[src/design/rtdc_pkg.sv]
// Purpose: Constants for the line transceiver direction control block.
// Assumes: One clock, synchronous active-low reset.
// Notes: Mode codes are the values software writes to select a mode.
package rtdc_pkg;
  localparam logic [7:0] MODE_FOUR_WIRE = 8'h80;
  localparam logic [7:0] MODE_DTR_ECHO = 8'h81;
  localparam logic [7:0] MODE_DTR_NOECHO = 8'h82;
  localparam logic [7:0] MODE_AUTO = 8'h83;
  localparam int FIFO_DEPTH = 16;
  localparam int CNT_W = 5;
  localparam int PORT_WIN_BYTES = 8;
  localparam int PORT_COUNT_QUAD = 4;
  localparam int QUAD_WIN_BYTES = PORT_WIN_BYTES * PORT_COUNT_QUAD;
  localparam int ADDR_W = 16;
  localparam logic [1:0] SEL_FOUR = 2'h0;
  localparam logic [1:0] SEL_DTR_ECHO = 2'h1;
  localparam logic [1:0] SEL_DTR_NOECHO = 2'h2;
  localparam logic [1:0] SEL_AUTO = 2'h3;
  localparam logic [CNT_W-1:0] CNT_ZERO = 5'h00;
  localparam logic [CNT_W-1:0] CNT_ONE = 5'h01;
  localparam logic [CNT_W-1:0] CNT_FULL = 5'h10;
endpackage : rtdc_pkg

[src/design/rtdc_direction_ctrl.sv]
// Purpose: Chooses line driver and receiver enables for an RS-485 port,
//   tracks FIFO fill levels, raises the receive trigger request and
//   decodes the I/O windows of ports 0 and 1, or one four-port window on port_hit[0] when quad_variant is set.
// Assumes: The serial core reports FIFO pushes and pops as pulses.
module rtdc_direction_ctrl (
  input wire logic clk,
  input wire logic resetn,
  input wire logic mode_load,
  input wire logic [7:0] mode_code,
  input wire logic dtr_n,
  input wire logic tx_holding_space_indication,
  input wire logic fifo_enable,
  input wire logic [rtdc_pkg::CNT_W-1:0] rx_trigger,
  input wire logic rx_push,
  input wire logic rx_pop,
  input wire logic tx_push,
  input wire logic tx_pop,
  input wire logic quad_variant,
  input wire logic [rtdc_pkg::ADDR_W-1:0] bus_addr,
  input wire logic [rtdc_pkg::ADDR_W-1:0] base0,
  input wire logic [rtdc_pkg::ADDR_W-1:0] base1,
  input wire logic [1:0] port_irq_req,
  output logic drv_en,
  output logic rcv_en,
  output logic [1:0] mode_sel,
  output logic fifo_on,
  output logic [rtdc_pkg::CNT_W-1:0] rx_level,
  output logic [rtdc_pkg::CNT_W-1:0] tx_level,
  output logic rx_trigger_req,
  output logic [1:0] port_hit,
  output logic shared_irq
);
  typedef logic [rtdc_pkg::ADDR_W-1:0] rtdc_addr_t;

  typedef enum logic [1:0] {
    ST_FOUR, ST_DTR_ECHO, ST_DTR_NOECHO, ST_AUTO
  } rtdc_mode_t;

  typedef struct packed {
    rtdc_mode_t mode;
    logic drv;
    logic rcv;
    logic fifo;
    logic [rtdc_pkg::CNT_W-1:0] rxc;
    logic [rtdc_pkg::CNT_W-1:0] txc;
    logic trig;
    logic [1:0] hit;
    logic irq;
  } rtdc_state_t;

  rtdc_state_t st_ff;
  rtdc_state_t nxt_st;
  rtdc_mode_t mode_now;
  logic dtr_asserted;
  rtdc_addr_t off0;
  rtdc_addr_t off1;

  always_comb begin
    nxt_st = st_ff;
    mode_now = st_ff.mode;
    if (mode_load) begin
      unique case (mode_code)
        rtdc_pkg::MODE_DTR_ECHO: mode_now = ST_DTR_ECHO;
        rtdc_pkg::MODE_DTR_NOECHO: mode_now = ST_DTR_NOECHO;
        rtdc_pkg::MODE_AUTO: mode_now = ST_AUTO;
        default: mode_now = ST_FOUR;
      endcase
    end
    nxt_st.mode = mode_now;
    dtr_asserted = !dtr_n;
    unique case (mode_now)
      ST_FOUR: begin
        nxt_st.drv = 1'b1;
        nxt_st.rcv = 1'b1;
      end
      ST_DTR_ECHO: begin
        nxt_st.drv = !dtr_asserted;
        nxt_st.rcv = 1'b1;
      end
      ST_DTR_NOECHO: begin
        nxt_st.drv = !dtr_asserted;
        nxt_st.rcv = dtr_asserted;
      end
      ST_AUTO: begin
        nxt_st.drv = tx_holding_space_indication;
        nxt_st.rcv = !tx_holding_space_indication;
      end
    endcase
    nxt_st.fifo = fifo_enable;
    if (!fifo_enable) begin
      nxt_st.rxc = rtdc_pkg::CNT_ZERO;
      nxt_st.txc = rtdc_pkg::CNT_ZERO;
    end else begin
      if (rx_push && !rx_pop && st_ff.rxc != rtdc_pkg::CNT_FULL)
        nxt_st.rxc = st_ff.rxc + rtdc_pkg::CNT_ONE;
      else if (rx_pop && !rx_push && st_ff.rxc != rtdc_pkg::CNT_ZERO)
        nxt_st.rxc = st_ff.rxc - rtdc_pkg::CNT_ONE;
      if (tx_push && !tx_pop && st_ff.txc != rtdc_pkg::CNT_FULL)
        nxt_st.txc = st_ff.txc + rtdc_pkg::CNT_ONE;
      else if (tx_pop && !tx_push && st_ff.txc != rtdc_pkg::CNT_ZERO)
        nxt_st.txc = st_ff.txc - rtdc_pkg::CNT_ONE;
    end
    nxt_st.trig = fifo_enable && (rx_trigger != rtdc_pkg::CNT_ZERO) &&
                  (nxt_st.rxc >= rx_trigger);
    off0 = bus_addr - base0;
    off1 = bus_addr - base1;
    if (quad_variant) begin
      nxt_st.hit[0] = (bus_addr >= base0) &&
                      (off0 < rtdc_addr_t'(rtdc_pkg::QUAD_WIN_BYTES));
      nxt_st.hit[1] = 1'b0;
    end else begin
      nxt_st.hit[0] = (bus_addr >= base0) &&
                      (off0 < rtdc_addr_t'(rtdc_pkg::PORT_WIN_BYTES));
      nxt_st.hit[1] = (bus_addr >= base1) &&
                      (off1 < rtdc_addr_t'(rtdc_pkg::PORT_WIN_BYTES));
    end
    nxt_st.irq = |port_irq_req;
  end

  always_ff @(posedge clk) begin
    if (!resetn) begin
      st_ff <= '0;
      st_ff.mode <= ST_FOUR;
      st_ff.drv <= 1'b1;
      st_ff.rcv <= 1'b1;
    end else begin
      st_ff <= nxt_st;
    end
  end

  assign drv_en = st_ff.drv;
  assign rcv_en = st_ff.rcv;
  assign mode_sel = st_ff.mode;
  assign fifo_on = st_ff.fifo;
  assign rx_level = st_ff.rxc;
  assign tx_level = st_ff.txc;
  assign rx_trigger_req = st_ff.trig;
  assign port_hit = st_ff.hit;
  assign shared_irq = st_ff.irq;

  property p_four_wire;
    @(posedge clk) disable iff (!resetn)
    (mode_sel == rtdc_pkg::SEL_FOUR) |-> (drv_en && rcv_en);
  endproperty
  a_four_wire: assert property (p_four_wire)
    else $error("Four-wire mode disabled a transceiver side.");

  property p_default;
    @(posedge clk) $rose(resetn) |-> (mode_sel == rtdc_pkg::SEL_FOUR);
  endproperty
  a_default: assert property (p_default)
    else $error("Mode after reset is not four-wire.");

  property p_dtr_drv;
    @(posedge clk) disable iff (!resetn)
    (!mode_load && (mode_sel == rtdc_pkg::SEL_DTR_ECHO ||
      mode_sel == rtdc_pkg::SEL_DTR_NOECHO)) |=> (drv_en == $past(dtr_n));
  endproperty
  a_dtr_drv: assert property (p_dtr_drv)
    else $error("Driver does not follow terminal-ready.");

  property p_echo_rcv;
    @(posedge clk) disable iff (!resetn)
    (mode_sel == rtdc_pkg::SEL_DTR_ECHO) |-> rcv_en;
  endproperty
  a_echo_rcv: assert property (p_echo_rcv)
    else $error("Echo mode disabled the receiver.");

  property p_noecho_rcv;
    @(posedge clk) disable iff (!resetn)
    (mode_sel == rtdc_pkg::SEL_DTR_NOECHO) |-> (rcv_en != drv_en);
  endproperty
  a_noecho_rcv: assert property (p_noecho_rcv)
    else $error("Non-echo mode let receiver and driver overlap.");

  property p_auto_drv;
    @(posedge clk) disable iff (!resetn)
    (!mode_load && mode_sel == rtdc_pkg::SEL_AUTO) |=>
      (drv_en == $past(tx_holding_space_indication));
  endproperty
  a_auto_drv: assert property (p_auto_drv)
    else $error("Auto mode driver does not follow transmit-ready.");

  property p_auto_rcv;
    @(posedge clk) disable iff (!resetn)
    (mode_sel == rtdc_pkg::SEL_AUTO) |-> (rcv_en == !drv_en);
  endproperty
  a_auto_rcv: assert property (p_auto_rcv)
    else $error("Auto mode receiver overlaps the driver.");

  property p_load;
    @(posedge clk) disable iff (!resetn)
    (mode_load && mode_code == rtdc_pkg::MODE_AUTO) |=>
      (mode_sel == rtdc_pkg::SEL_AUTO);
  endproperty
  a_load: assert property (p_load)
    else $error("Mode code 131 did not select auto mode.");

  property p_fifo_off;
    @(posedge clk) disable iff (!resetn)
    !fifo_enable |=> (rx_level == '0 && tx_level == '0 && !rx_trigger_req);
  endproperty
  a_fifo_off: assert property (p_fifo_off)
    else $error("FIFOs hold data while disabled.");

  property p_trig;
    @(posedge clk) disable iff (!resetn)
    (fifo_on && rx_trigger != '0 && rx_level >= rx_trigger &&
     !rx_pop && fifo_enable) |=> rx_trigger_req;
  endproperty
  a_trig: assert property (p_trig)
    else $error("Receive trigger level reached without request.");

  property p_irq;
    @(posedge clk) disable iff (!resetn)
    (|port_irq_req) |=> shared_irq;
  endproperty
  a_irq: assert property (p_irq)
    else $error("Shared request line missed a port request.");
endmodule : rtdc_direction_ctrl

[config.mk]
export PLATFORM = sky130hd
export DESIGN_NAME = rtdc_direction_ctrl
export DESIGN_NICKNAME = d
export VERILOG_FILES = /design/src/design/rtdc_pkg.sv /design/src/design/rtdc_direction_ctrl.sv
export SDC_FILE = /design/constraint.sdc
export NUM_CORES = 1
export LEC_CHECK = 0
export ABC_CLOCK_PERIOD_IN_PS = 3500
export BUFFER_PORTS_ARGS = -buffer_cell sky130_fd_sc_hd__buf_2
export CORE_UTILIZATION = 45
export DETAILED_ROUTE_END_ITERATION = 16
export GPL_TIMING_DRIVEN = 0
export PLACE_DENSITY = 0.69
export SLEW_MARGIN = 10
export SYNTH_ARGS = -nofsm -noshare
export SYNTH_HDL_FRONTEND = slang
export SYNTH_SLANG_ARGS = --single-unit
[constraint.sdc]
create_clock -name clk -period 3.5 [get_ports clk]
set_input_delay 0.525 -clock clk [delete_from_list [all_inputs] [get_ports clk]]
set_output_delay 0.525 -clock clk [all_outputs]
set_load 0.02 [all_outputs]
==> impl_metrics.tcl <==
set metrics [dict create \
    ioPinCount 93 \
    synth_seq_area_share_pct 14.0 \
    synth_edf_count 0 \
    finalCritPeriodShare_pct 78.1 \
    worst_slew_pin_slew_ns 0.611 \
    hold_buffers 0 \
    power.density_nw_per_um2 235 \
    place_hpwl_mm 5.73 \
    reg2reg_from "rx_level[0]$_SDFF_PN0_" \
    setup_viol 0 \
    die_height_um 79.6 \
    ant_nets 0 \
    status "completed" \
    min_from "port_irq_req[0]" \
    maxCapViolCount 0 \
    vias 2919 \
    r2r_setup_slack_ns 0.77 \
    start_kind "flop" \
    synth_warnings 0 \
    synth_async_sr_flop_share_pct 0 \
    required_ns 3.63 \
    wl_met2_mm 3.23 \
    cts.htree.levels 1 \
    tritoncts "done" \
    wl_met1_mm 3.05 \
    crit_type "reg -> reg" \
    ys_seq_elements 19 \
    highest_layer "met4" \
    syn_avg_cell_area_um2 7.44 \
    core_um2 5640 \
    post_cts_buffers 0 \
    firstDrtPassIters 4 \
    antenna_found_initial 0 \
    syn2layout_area_growth_pct 22.0 \
    syn-instance-count 364 \
    viasPerCell 5.49 \
    slew_viol_final 0 \
    slew_headroom_pct 58.9 \
    p_int_mw 0.477 \
    clkLatencyLatePin_ns 0.26 \
    fp.dieW_um 79.6 \
    cts.root.buffer_cell "clkbuf_8" \
    grt_pass1_wl_mm 11.3 \
    synthTopCellsByArea "ha_1, dfxtp_1, inv_1, a21oi_1, nor2_1" \
    crit_fanout 6 \
    start_util_pct 48.0 \
    cts_sinks 19 \
    routed_wl_mm 6.68 \
    crit_end "rx_trigger_req$_SDFF_PN0_" \
    drive_above_1_share_pct 22.6 \
    overflow 0 \
    path_clk_slew_ns 0.08 \
    rsz0062_at_grt "no" \
    rows 27 \
    gp_congestion 0.896 \
    timing_hold_violations_final 0 \
    p_sw_share_pct 38.6 \
    wire_per_inst_um 12.5 \
    synth_area_um2 2710 \
    final_common_cell "buf_2" \
    wl_met3_um 382 \
    final_cell_mix "buf_2, inv_1, ha_1, nor2_1, a21oi_1" \
    yosysTopAreaCellShare_pct 19.4 \
    port_buffers 92 \
    p_seq_share_pct 29.4 \
    synth_fp_nets 481 \
    synth_top_area_cell "ha_1" \
    num_antenna_cells 0 \
    grt_max_degree 12 \
    fin_skew_ns 0.000861 \
    hold_class "in -> reg" \
    grt_pass1_vias 2692 \
    fin_crit_ns 2.73 \
    startpoint "rx_level[0]$_SDFF_PN0_" \
    endpoint_kind "flop" \
    p_clk_share_pct 19.8 \
    finalSetupTns_ns 0 \
    die-area_um2 6330 \
    r2r_end "rx_trigger_req$_SDFF_PN0_" \
    place_inst 528 \
    clock_path_buffers 2 \
    total_switching_power_mw 0.300 \
    worst_r2r_path_depth 15 \
    max_freq_ghz 0.366 \
    leakage_nw 1.72 \
    synth-main-ff-cell "dfxtp_1" \
    final_nets 578 \
    arrival_ns 2.87 \
    cts.repair.resized 0 \
    grt_usage_pct 21.7 \
    ir_worst_vdd_uv 126 \
    fin_cells 532 \
    comb_power_share_pct 50.8 \
    dr.first_iter.drc_count 123 \
    remaining_drc_errors 0 \
    cts_buffers 3 \
    yosysUniqueCellTypes 54 \
]
-- power by group through the flow --
stage | combinational (mW) | clock [mW] | sequential (mW)
floorplan | 0.276 | 0 | 0.240
global placement | 0.386 | 0 | 0.234
detailed placement | 0.392 | 0 | 0.234
CTS | 0.394 | 0.160 | 0.229
global route | 0.446 | 0.168 | 0.230
finish | 0.395 | 0.154 | 0.229
-- per-layer routing --
metal / global-route usage, % / vias up
li1: - / 1525
met1: 26.5 / 1305
met2: 41.1 / 87
met3: 2.17 / 2
met4: 3.45 / 0
met5: 0 / -
-- worst min-delay path by stage --
stage | slack, ns | cells past startpoint | endpoint
after floorplan | 0.60 | 2 | tx_level[2]$_SDFFE_PN0P_
after global placement | 0.50 | 1 | tx_level[4]$_SDFFE_PN0P_
after detailed placement | 0.51 | 1 | tx_level[4]$_SDFFE_PN0P_
after CTS | 0.47 | 3 | shared_irq$_SDFF_PN0_
after global routing | 0.48 | 3 | shared_irq$_SDFF_PN0_
final | 0.48 | 3 | shared_irq$_SDFF_PN0_
-- registers in the layout, indices dropped and copies added, names as in the netlist --
signal          flops
drv_en              1
fifo_on             1
mode_sel            2
port_hit            2
rcv_en              1
rx_level            5
rx_trigger_req      1
shared_irq          1
tx_level            5
-- cell usage after synthesis, types with 5 or more instances --
master / instances
xor2_1: 6
nor2b_1: 9
and2_1: 6
nand4_1: 5
nand2b_1: 7
o21a_1: 7
nand2_1: 21
o21ai_1: 5
a21o_1: 12
nor2_1: 28
o21ai_0: 11
o211ai_1: 6
mux2i_1: 5
nor3_1: 15
and3_1: 7
a21oi_1: 26
inv_1: 51
a211oi_1: 8
dfxtp_1: 19
ha_1: 42
nor4_1: 8
xnor2_1: 8
-- stage by stage --
| step | worst slack [ns] | area (um^2) | util, % | power, mW | hold slack, ns |
|---|---|---|---|---|---|
| 3_5_place_dp | 0.545 | 3260 | 57.8 | 0.625 | 0.507 |
| 4_1_cts | 0.730 | 3310 | 58.6 | 0.783 | 0.468 |
| 3_3_place_gp | 0.550 | 3260 | 57.8 | 0.619 | 0.500 |
| 2_1_floorplan | 0.845 | 2710 | - | 0.516 | 0.597 |
| 6_report | 0.765 | 3310 | 58.6 | 0.778 | 0.478 |
| 5_1_grt | 0.441 | 3310 | 58.6 | 0.844 | 0.484 |
-- final cells by class --
class	count	area, um^2
Fill cell	541	2340
Multi-Input combinational cell	292	2120
Timing Repair Buffer	92	460
Sequential cell	19	380
Inverter	51	191
Tap cell	72	90.1
Clock buffer	3	41.3
Buffer	2	15.0
Clock inverter	1	5.00
-- cells by family (layout without fill, tap and decap cells) --
family | Yosys count | after routing | share of synthesized area, %
muxes | 6 | 6 | 2.26
DFF | 19 | 19 | 14.0
and+or+nand+nor | 124 | 124 | 23.8
AOI/OAI and AO/OA | 105 | 105 | 27.6
xor gates and xnor gates | 14 | 14 | 4.53
adders and majority gates | 43 | 43 | 20.1
buffers and inverters | 53 | 149 | 7.62
-- worst max-delay path, stage by stage (launching register included) --
cell,delay (ns)
dfxtp_1,0.45
inv_1,0.07
ha_1,0.22
and2_1,0.16
a21oi_1,0.29
nor2b_1,0.11
xnor2_1,0.17
nand2_1,0.10
ha_1,0.27
nand2b_1,0.14
a21oi_1,0.15
nor2b_1,0.06
o21ai_0,0.15
nand2b_1,0.07
a21oi_1,0.15
a211oi_1,0.07
(Power assumes the default switching activity.)
